`src/rtl/pd_pkg.sv`:
```
// Shared constants for the power-down gate link and its two ends
package pd_pkg;
  // ============================================================
  // Clock and link
  localparam int SYS_PERIOD_PS = 5000;
  localparam int CK_HALF_DEFAULT = 12;
  localparam int CA_W = 6;
  // ============================================================
  // Link timing, analog part in ps, clock part in link cycles
  localparam int CMD_TO_GATE_PS = 1750;
  localparam int CMD_TO_GATE_NCK = 3;
  localparam int CLOCK_HOLD_PS = 5000;
  localparam int CLOCK_HOLD_NCK = 5;
  localparam int SELECT_HOLD_PS = 5000;
  localparam int SELECT_HOLD_NCK = 5;
  localparam int MIN_PULSE_PS = 7500;
  localparam int MIN_PULSE_NCK = 4;
  localparam int CLOCK_PRE_PS = 1750;
  localparam int CLOCK_PRE_NCK = 3;
  localparam int EXIT_LAT_PS = 7500;
  localparam int EXIT_LAT_NCK = 5;
  localparam int SHORT_POST_NCK = 1;
  localparam int LONG_POST_NCK = 2;
  // ============================================================
  // Controller register map, byte addresses
  localparam logic [3:0] REG_CTRL = 4'h0;
  localparam logic [3:0] REG_CMD = 4'h4;
  localparam logic [3:0] REG_STATUS = 4'h8;
  localparam int CTRL_PD_REQ = 0;
  localparam int CTRL_DRAM_RESET = 1;
  localparam int CTRL_LONG_POST = 2;
  localparam int CTRL_OP_BUSY = 3;
  localparam int CTRL_OSC_RUN = 4;
  localparam int CMD_IS_MRR = 8;
  localparam int STAT_GATE_LOW = 0;
  localparam int STAT_PD = 1;
  localparam int STAT_CMD_PEND = 2;
  localparam int STAT_EXIT_BUSY = 3;
  // ============================================================
  // Device mode register fields
  localparam int TERM_LSB = 4;
  localparam int TERM_MSB = 6;
  localparam int SE_CLOCK_BIT = 3;
  localparam int SE_WSTROBE_BIT = 2;
  localparam int SE_RSTROBE_BIT = 1;
  localparam logic [1:0] PD_IDLE = 2'h0;
  localparam logic [1:0] PD_ACTIVE = 2'h1;
  localparam logic [1:0] PD_SELF_REFRESH = 2'h2;
  localparam int TIMER_W = 12;

  // Least sys cycles covering both ps and link cycles
  function automatic logic [TIMER_W-1:0] hold_cycles(input int ps, input int nck, input int half);
    int a;
    int b;
    a = (ps + SYS_PERIOD_PS - 1) / SYS_PERIOD_PS;
    b = nck * 2 * half;
    if (a < 1) a = 1;
    hold_cycles = (a > b) ? a[TIMER_W-1:0] : b[TIMER_W-1:0];
  endfunction : hold_cycles
endpackage : pd_pkg

```
`src/rtl/pd_link_if.sv`:
```
// Gate, select, command and clock link between controller and device
`timescale 1ns/100ps
interface pd_link_if;
  import pd_pkg::*;
  logic gate;
  logic sel;
  logic [CA_W-1:0] ca;
  logic ck;
  logic reset_n;
  modport ctrl (output gate, output sel, output ca, output ck, output reset_n);
  modport dram (input gate, input sel, input ca, input ck, input reset_n);
endinterface : pd_link_if

```
`src/rtl/pd_controller.sv`:
```
// Memory controller end: gate sequencing, link clock and Avalon-MM registers
`timescale 1ns/100ps
module pd_controller import pd_pkg::*; #(
  parameter int CK_HALF = CK_HALF_DEFAULT,
  parameter int READ_LATENCY = 6,
  parameter int READ_STROBE_DELAY_PS = 3600,
  parameter int BURST_LENGTH = 16
) (
  input wire logic sys_clk,
  input wire logic reset,
  input wire logic [3:0] avs_address,
  input wire logic avs_read,
  input wire logic avs_write,
  input wire logic [31:0] avs_writedata,
  output logic [31:0] avs_readdata,
  output logic avs_waitrequest,
  pd_link_if.ctrl link
);
  // ============================================================
  // Derived waits
  localparam logic [TIMER_W-1:0] T_CMD_GATE = hold_cycles(CMD_TO_GATE_PS, CMD_TO_GATE_NCK, CK_HALF);
  localparam logic [TIMER_W-1:0] T_ENTRY_HOLD_A = hold_cycles(SELECT_HOLD_PS, SELECT_HOLD_NCK, CK_HALF);
  localparam logic [TIMER_W-1:0] T_ENTRY_HOLD_B = hold_cycles(CLOCK_HOLD_PS, CLOCK_HOLD_NCK, CK_HALF);
  localparam logic [TIMER_W-1:0] T_PULSE = hold_cycles(MIN_PULSE_PS, MIN_PULSE_NCK, CK_HALF);
  localparam logic [TIMER_W-1:0] T_CLK_PRE = hold_cycles(CLOCK_PRE_PS, CLOCK_PRE_NCK, CK_HALF);
  localparam logic [TIMER_W-1:0] T_EXIT_A = hold_cycles(EXIT_LAT_PS, EXIT_LAT_NCK, CK_HALF);
  localparam int MRR_NCK = READ_LATENCY + BURST_LENGTH / 2;
  localparam logic [TIMER_W-1:0] T_MRR_SHORT =
    TIMER_W'((MRR_NCK + SHORT_POST_NCK) * 2 * CK_HALF + (READ_STROBE_DELAY_PS + SYS_PERIOD_PS - 1) / SYS_PERIOD_PS);
  localparam logic [TIMER_W-1:0] T_MRR_LONG =
    TIMER_W'((MRR_NCK + LONG_POST_NCK) * 2 * CK_HALF + (READ_STROBE_DELAY_PS + SYS_PERIOD_PS - 1) / SYS_PERIOD_PS);
  localparam logic [TIMER_W-1:0] T_HOLD_AB = (T_ENTRY_HOLD_A > T_ENTRY_HOLD_B) ? T_ENTRY_HOLD_A : T_ENTRY_HOLD_B;
  localparam logic [TIMER_W-1:0] T_HOLD = (T_HOLD_AB > T_PULSE) ? T_HOLD_AB : T_PULSE;
  localparam logic [TIMER_W-1:0] T_EXIT = (T_EXIT_A > T_PULSE) ? T_EXIT_A : T_PULSE;
  localparam logic [TIMER_W-1:0] HALF_LAST = TIMER_W'(CK_HALF - 1);

  typedef enum logic [4:0] {
    ST_RUN = 5'b0_0001,
    ST_HOLD = 5'b0_0010,
    ST_PD = 5'b0_0100,
    ST_PRE = 5'b0_1000,
    ST_EXIT = 5'b1_0000
  } ctrl_state_t;

  // ============================================================
  // Register and link state
  ctrl_state_t state_r, state_nxt;
  logic [TIMER_W-1:0] timer_r, timer_nxt;
  logic [TIMER_W-1:0] div_r, div_nxt;
  logic ck_r, ck_nxt;
  logic gate_r, gate_nxt;
  logic sel_r, sel_nxt;
  logic [CA_W-1:0] ca_r, ca_nxt;
  logic [4:0] ctrl_r, ctrl_nxt;
  logic pend_r, pend_nxt;
  logic pend_mrr_r, pend_mrr_nxt;
  logic sent_mrr_r, sent_mrr_nxt;
  logic [CA_W-1:0] pend_ca_r, pend_ca_nxt;
  logic wait_r, wait_nxt;
  logic [31:0] rdata_r, rdata_nxt;
  logic rstn_r, rstn_nxt;
  logic ck_fall;
  logic clk_run;

  always_comb begin
    state_nxt = state_r;
    timer_nxt = (timer_r != '0) ? timer_r - 1'b1 : timer_r;
    div_nxt = div_r;
    ck_nxt = ck_r;
    gate_nxt = gate_r;
    sel_nxt = sel_r;
    ca_nxt = ca_r;
    ctrl_nxt = ctrl_r;
    pend_nxt = pend_r;
    pend_mrr_nxt = pend_mrr_r;
    sent_mrr_nxt = sent_mrr_r;
    pend_ca_nxt = pend_ca_r;
    wait_nxt = 1'b1;
    rdata_nxt = rdata_r;
    // Clock stops only in the settled power-down state
    clk_run = (state_r != ST_PD);
    ck_fall = 1'b0;
    if (clk_run) begin
      if (div_r == HALF_LAST) begin
        div_nxt = '0;
        ck_nxt = ~ck_r;
        ck_fall = ck_r;
      end else begin
        div_nxt = div_r + 1'b1;
      end
    end else begin
      div_nxt = '0;
      ck_nxt = 1'b0;
    end
    // Avalon slave: one wait cycle (more while a command write finds one pending), then a single answer cycle
    if ((avs_read || avs_write) && wait_r) begin
      if (!(avs_write && avs_address == REG_CMD && pend_r)) begin
        wait_nxt = 1'b0;
        case (avs_address)
          REG_CTRL: rdata_nxt = {27'h000_0000, ctrl_r};
          REG_STATUS: rdata_nxt = {28'h000_0000, (state_r == ST_EXIT), pend_r, (state_r == ST_PD), ~gate_r};
          default: rdata_nxt = 32'h0000_0000;
        endcase
      end
    end else if (!wait_r && avs_write) begin
      case (avs_address)
        REG_CTRL: ctrl_nxt = avs_writedata[CTRL_OSC_RUN:CTRL_PD_REQ];
        REG_CMD: begin
          pend_nxt = 1'b1;
          pend_ca_nxt = avs_writedata[CA_W-1:0];
          pend_mrr_nxt = avs_writedata[CMD_IS_MRR];
        end
        default: ctrl_nxt = ctrl_r;
      endcase
    end
    case (state_r)
      ST_RUN: begin
        if (ck_fall && sel_r) begin
          sel_nxt = 1'b0;
          // Gate must not fall before the read has drained
          timer_nxt = !sent_mrr_r ? T_CMD_GATE : (ctrl_r[CTRL_LONG_POST] ? T_MRR_LONG : T_MRR_SHORT);
        end else if (ck_fall && pend_r) begin
          sel_nxt = 1'b1;
          ca_nxt = pend_ca_r;
          sent_mrr_nxt = pend_mrr_r;
          pend_nxt = 1'b0;
        end else if (ctrl_r[CTRL_PD_REQ] && !pend_r && !sel_r && timer_r == '0
                     && !ctrl_r[CTRL_OP_BUSY] && !ctrl_r[CTRL_OSC_RUN]) begin
          gate_nxt = 1'b0;
          timer_nxt = T_HOLD;
          state_nxt = ST_HOLD;
        end
      end
      ST_HOLD: begin
        if (timer_r == '0) begin
          state_nxt = ST_PD;
        end
      end
      ST_PD: begin
        // Gate held low until software withdraws the request
        if (!ctrl_r[CTRL_PD_REQ]) begin
          timer_nxt = T_CLK_PRE;
          state_nxt = ST_PRE;
        end
      end
      ST_PRE: begin
        if (timer_r == '0) begin
          gate_nxt = 1'b1;
          timer_nxt = T_EXIT;
          state_nxt = ST_EXIT;
        end
      end
      ST_EXIT: begin
        if (timer_r == '0) begin
          state_nxt = ST_RUN;
        end
      end
      default: state_nxt = ST_RUN;
    endcase
    // Registered so the device reset pin cannot glitch
    rstn_nxt = ~ctrl_nxt[CTRL_DRAM_RESET];
  end

  always_ff @(posedge sys_clk) begin
    if (reset) begin
      state_r <= ST_RUN;
      timer_r <= '0;
      div_r <= '0;
      ck_r <= 1'b0;
      gate_r <= 1'b1;
      sel_r <= 1'b0;
      ca_r <= '0;
      ctrl_r <= '0;
      pend_r <= 1'b0;
      pend_mrr_r <= 1'b0;
      sent_mrr_r <= 1'b0;
      pend_ca_r <= '0;
      wait_r <= 1'b1;
      rdata_r <= 32'h0000_0000;
      rstn_r <= 1'b1;
    end else begin
      state_r <= state_nxt;
      timer_r <= timer_nxt;
      div_r <= div_nxt;
      ck_r <= ck_nxt;
      gate_r <= gate_nxt;
      sel_r <= sel_nxt;
      ca_r <= ca_nxt;
      ctrl_r <= ctrl_nxt;
      pend_r <= pend_nxt;
      pend_mrr_r <= pend_mrr_nxt;
      sent_mrr_r <= sent_mrr_nxt;
      pend_ca_r <= pend_ca_nxt;
      wait_r <= wait_nxt;
      rdata_r <= rdata_nxt;
      rstn_r <= rstn_nxt;
    end
  end

  // ============================================================
  // Outputs
  assign avs_readdata = rdata_r;
  assign avs_waitrequest = wait_r;
  assign link.gate = gate_r;
  assign link.sel = sel_r;
  assign link.ca = ca_r;
  assign link.ck = ck_r;
  assign link.reset_n = rstn_r;
endmodule : pd_controller

```
`src/flat_wrapper.sv`:
```
// flat-port wrapper written by rule: the top's interface ports become plain ports
module pd_controller_flat import pd_pkg::*;
#(
  parameter int CK_HALF = CK_HALF_DEFAULT,
  parameter int READ_LATENCY = 6,
  parameter int READ_STROBE_DELAY_PS = 3600,
  parameter int BURST_LENGTH = 16
)
  (sys_clk, reset, avs_address, avs_read, avs_write, avs_writedata, avs_readdata, avs_waitrequest, link_gate, link_sel, link_ca, link_ck, link_reset_n);
  pd_link_if link_i ();
  input wire logic sys_clk;
  input wire logic reset;
  input wire logic [3:0] avs_address;
  input wire logic avs_read;
  input wire logic avs_write;
  input wire logic [31:0] avs_writedata;
  output logic [31:0] avs_readdata;
  output logic avs_waitrequest;
  output wire logic [$bits(link_i.gate)-1:0] link_gate;
  output wire logic [$bits(link_i.sel)-1:0] link_sel;
  output wire logic [$bits(link_i.ca)-1:0] link_ca;
  output wire logic [$bits(link_i.ck)-1:0] link_ck;
  output wire logic [$bits(link_i.reset_n)-1:0] link_reset_n;
  assign link_gate = link_i.gate;
  assign link_sel = link_i.sel;
  assign link_ca = link_i.ca;
  assign link_ck = link_i.ck;
  assign link_reset_n = link_i.reset_n;
  pd_controller #(.CK_HALF(CK_HALF), .READ_LATENCY(READ_LATENCY), .READ_STROBE_DELAY_PS(READ_STROBE_DELAY_PS), .BURST_LENGTH(BURST_LENGTH)) u_core (.sys_clk(sys_clk), .reset(reset), .avs_address(avs_address), .avs_read(avs_read), .avs_write(avs_write), .avs_writedata(avs_writedata), .avs_readdata(avs_readdata), .avs_waitrequest(avs_waitrequest), .link(link_i));
endmodule
```
`config.mk`:
```
export PLATFORM = sky130hd
export DESIGN_NAME = pd_controller_flat
export DESIGN_NICKNAME = d
export VERILOG_FILES = /design/src/rtl/pd_pkg.sv /design/src/rtl/pd_link_if.sv /design/src/rtl/pd_controller.sv /design/src/flat_wrapper.sv
export SDC_FILE = /design/constraint.sdc
export NUM_CORES = 1
export LEC_CHECK = 0
export ABC_AREA = 1
export BUFFER_PORTS_ARGS = -buffer_cell sky130_fd_sc_hd__buf_2
export CAP_MARGIN = 20
export CORE_MARGIN = 2
export CORE_UTILIZATION = 30
export CTS_CLUSTER_DIAMETER = 60
export DETAILED_ROUTE_END_ITERATION = 16
export HOLD_SLACK_MARGIN = 0.12
export PLACE_DENSITY = 0.49
export SLEW_MARGIN = 10
export SYNTH_ARGS = -nofsm -noshare
export SYNTH_HDL_FRONTEND = slang
export SYNTH_SLANG_ARGS = --single-unit
```
`constraint.sdc`:
```
create_clock -name sys_clk -period 5.44 [get_ports sys_clk]
set_clock_uncertainty 0.1 [all_clocks]
set_input_delay 0.544 -clock sys_clk [delete_from_list [all_inputs] [get_ports sys_clk]]
set_output_delay 0.544 -clock sys_clk [all_outputs]
set_load 0.005 [all_outputs]
```
Word-level counts from Yosys, hierarchy flattened
Cells that the tools add are included.

Bitwise gates (word level): 7. Mux-type cells: 37. Add/sub/neg operators: 2. Reductions and logical operators: 32. Eq/ne operators: 16.

Operators by type and width (count): $mux W12 (7); $pmux W12 S3 (1); $mux W5 (7); $pmux W5 S5 (1); $mux W1 (15); $add A12 B1 Y12 const B (1); $eq A12 B4 Y1 const B (1); $logic_not A12 Y1 (1); $reduce_bool A12 Y1 (1); $sub A12 B1 Y12 const B (1); $logic_and A1 B1 Y1 (11); $pmux W5 S2 (1); $reduce_and A3 Y1 (3); $mux W8 (1); $ne A2 B2 Y1 const B (4); $not A1 Y1 (7); $reduce_and A7 Y1 (1); $mux W2 (3); $ne A2 B1 Y1 const B (3); $eq A5 B1 Y1 const B (1); $eq A5 B2 Y1 const B (1); $eq A5 B3 Y1 const B (1); $eq A5 B4 Y1 const B (1); $eq A5 B5 Y1 const B (1); 12 further kinds (19).

Flip-flop bits (word level): 86. Input bits: 40.

Logic depth before layout (Yosys ltp)
Depth after elaboration: 10. Gate-level depth with buffers: 12. Depth with buffers taken out: 12.

Worst setup path after synthesis
No wires, ideal clock.

Path type: flip-flop to flip-flop. Start: register u_core.timer_r[0]. End: register u_core.timer_r[0]. Data required time: 5.269 ns. Arrival time: 1.567 ns. Setup time: 0.071 ns. Stages on the path, launching flop included: 10. Path slack: 3.702 ns. Clock period less this slack: 1.738 ns. Path through: dfxtp_1 > inv_1 > ha_1 > nand3_1 > nor2_4 > inv_2 > ha_1 > a21boi_0 > nand2_1 > a21oi_1.

Word-level cells in the longest chain between the ends: 8. Elaborated cells on any way between the ends: 13. Classes of those cells: add/sub (1); mux (7); reduce/logical (5).

Ends and longest elaborated chain: start, declared (line pd_controller.sv:48) `logic [TIMER_W-1:0] timer_r, timer_nxt;`; start signal, assigned (line pd_controller.sv:183) `timer_r <= timer_nxt;`; branches (longest 7 deep; another with $sub A12 B1 Y12); $pmux W12 S3 (*) (line pd_controller.sv:116) `case (state_r)`.

Mark *: on every way between the ends. A chain may end at the register's enable or synchronous reset.

Worst setup path in the final report
Ends and elaborated chain as after synthesis.

==> flow_summary.yaml <==
outcome:
  status: "completed"
synthesis:
  synth_largest_area_cell: "dfxtp_1"
  postSynth.asyncResetShare: 0
  synth_xor_area_frac: 0.0268
  synth_compound_area_frac: 0.104
  synthAdderAreaFrac: 0.0153
  avgSynthCellArea_um2: 7.20
  synth.top_cell.area_share: 0.362
  synth_edf_count: 0
  yosys_warnings: 0
  ys.flop_type: "dfxtp_1"
  seq_area_frac_synth: 0.362
  synth_commonest_cells: "nand2_1 (79), dfxtp_1 (59), nor2_1 (59)"
  synth_area_leaders: "dfxtp_1 (36%), nand2_1 (9.1%), nor2_1 (6.8%), buf_4 (6.4%), nand3_1 (6.1%)"
  synthesis.area_um2: 3260
  muxShareOfSynthArea: 0
  synth_top_family_by_area: "simple AND/OR/NAND/NOR gates"
  synth-simple-area-share: 0.355
  netlist_instances: 453
  synth.most_common_cell: "nand2_1"
  ys_seq_elements: 59
  synth.distinct_cells: 39
routing:
  dr_total_vias: 2868
  via_per_inst: 4.55
  post_drt_wl_per_cell_um: 11.9
  drc_errors: 0
  detail-route-antenna-nets: 0
  dr.pass1.iters: 4
  drt-initial-drc-count: 147
  drt-total-wl_um: 7480
cts:
  root_buffer: "clkbuf_8"
  clk_latency_ns: 0.34
  postCtsSetupRepairBufs: 0
  numCtsBuffers: 9
  postCtsResizedCells: 0
  clockBufferDepth: 2
  htreeDepth: 3
  cts_tree: "yes"
  clkTransAtPathRegs_ns: 0.07
  cts.sinks: 59
  hold_buffers: 0
layout:
  fin_util: 0.343
  drive_gt1_frac: 0.192
  n_antenna_cell: 0
  fin_nets: 529
  stdcell_count: 630
  syn2layout_area_growth_pct: 13.0
critical_path:
  cp.required_ns: 5.61
  end_kind: "flop"
  crit_type: "reg2reg"
  worst-path-max-fanout: 5
  cp.arrival_ns: 2.17
  critPathLaunchType: "flop"
sta:
  slew_viol_final: 0
  hold_viol: 0
  rsz0062_at_grt: "false"
  setup_tns_ns: 0
  fin_crit_sh: 0.367
  final-setup-viol-count: 0
  period_needed_ns: 2.00
  fmax_mhz: 501
  relSlewSlack: 0.538
  tightest_slew_ns: 0.693
die:
  initial_core_util: 0.304
  core_area_um2: 10700
  num_rows: 38
  fp.dieW_um: 108
  io_pins: 83
  die_y_um: 108
  dieArea_um2: 11700
placed_design:
  dp_cells: 614
  hpwl_um: 5550
  port_buffers: 30
  place.gp.congestion: 0.762
pwr:
  power_frac_clock: 0.316
  switchingPower_mw: 0.547
  pwr-share-seq: 0.341
  p_sw_frac: 0.358
  p_comb_frac: 0.342
  power.internal_mw: 0.978
  pwr_density_cell_nw_per_um2: 414
  vdd_drop_max_v: 0.000137
  power.leakage_nw: 1.65
hold_path:
  hp-class: "reg2reg"
global_route:
  grt_pass1_vias: 2744
  grt_antenna_before_repair: 0
  grt_pass1_wl_um: 12800
  grtUsageTotal: 0.138
  grt_overflow: 0
  grt_max_degree: 26
run:
  cap_viol_max_count: 0
==> metrics by stage <==
stage	instance area, um2	power (mW)	setup WS (ns)	hold WS (ns)
after CTS	3690	1.54	3.43	0.362
after detailed placement	3440	1.05	3.29	0.357
after floorplan	3360	0.958	3.70	0.330
after global placement	3440	1.05	3.33	0.341
after global routing	3690	1.65	3.23	0.376
final	3690	1.52	3.44	0.365
==> sequential cells by signal (all words and copies together), names as in the netlist, 5 cells and up <==
signal,flops
u_core.avs_readdata,5
u_core.timer_r,12
u_core.pend_ca_r,6
u_core.state_r,5
u_core.ctrl_r,5
u_core.div_r,12
u_core.link.ca,6
==> area by class of cell <==
type	count	area, um2
fill	1196	7060
clock inverter	3	67.6
timing repair buffer	30	150
multi-input combinational	333	1740
clock buffer	13	179
inverter	52	195
sequential	59	1180
tap	140	175
==> path summary, 6_finish.rpt <==
check,startpoint,endpoint,slack (ns),depth (start not counted)
setup / recovery,u_core.timer_r[0],u_core.timer_r[0],3.44,9
hold / removal,u_core.pend_ca_r[1],u_core.pend_ca_r[1],0.37,2
setup reg to reg,u_core.timer_r[0],u_core.timer_r[0],3.44,9
hold reg to reg,u_core.pend_ca_r[1],u_core.pend_ca_r[1],0.37,2
==> kinds of logic (layout without fill, tap and decap cells) <==
| family | after synthesis | after routing |
|---|---|---|
| compound gates | 61 | 61 |
| other cells | 1 | 27 |
| simple gates | 231 | 231 |
| xor+xnor | 10 | 10 |
| flops | 59 | 59 |
| fa+ha+maj | 4 | 4 |
| buf+inv | 87 | 98 |
==> power by group through the flow <==
stage | Clock [mW] | Combinational [mW] | Sequential [mW]
detailed placement | 0 | 0.521 | 0.530
finish | 0.482 | 0.522 | 0.521
global placement | 0 | 0.517 | 0.530
global route | 0.516 | 0.609 | 0.526
CTS | 0.497 | 0.525 | 0.520
floorplan | 0 | 0.437 | 0.521
==> cells in the final DEF (no fill, tap or decap) <==
| cell | instances |
|---|---|
| xor2_1 | 7 |
| nor3b_2 | 1 |
| o21ai_1 | 2 |
| buf_2 | 30 |
| inv_2 | 15 |
| conb_1 | 27 |
| nor3_1 | 10 |
| nor2_4 | 5 |
| nor3_2 | 4 |
| a31oi_1 | 1 |
| a21boi_0 | 1 |
| nor3b_1 | 2 |
| o21a_1 | 1 |
| xnor2_1 | 3 |
| nand3_1 | 40 |
| a21oi_1 | 29 |
| o21ai_0 | 17 |
| nand2_1 | 79 |
| o21bai_1 | 3 |
| bufinv_16 | 2 |
| nand3_2 | 2 |
| dfxtp_1 | 59 |
| nor2_1 | 59 |
| a21oi_2 | 2 |
| clkinvlp_4 | 1 |
| nor4_1 | 1 |
| nand2_2 | 3 |
| ha_1 | 4 |
| nor3_4 | 1 |
| nand4_2 | 2 |
| o211ai_1 | 2 |
| nor2_2 | 9 |
| nand4_4 | 2 |
| inv_1 | 37 |
| clkbuf_8 | 13 |
| a211oi_1 | 3 |
| nand4_1 | 9 |
| nand3_4 | 1 |
| and2_4 | 1 |
==> layer usage <==
metal / vias to the layer above / GRT usage / part of all wire
li1: 1486 / - / -
met1: 1292 / 0.173 / 0.48
met2: 78 / 0.226 / 0.45
met3: 12 / 0.0380 / 0.048
met4: 0 / 0.0549 / 0.021
met5: - / 0 / 0
==> critical path: stages (launching register included) <==
cell      delay (ns)
dfxtp_1         0.32
inv_1           0.15
ha_1            0.20
nand3_1         0.13
nor2_4          0.24
inv_2           0.11
ha_1            0.32
a21boi_0        0.17
nand2_1         0.07
a21oi_1         0.13
Note: power is estimated with default switching activity, not from simulation.
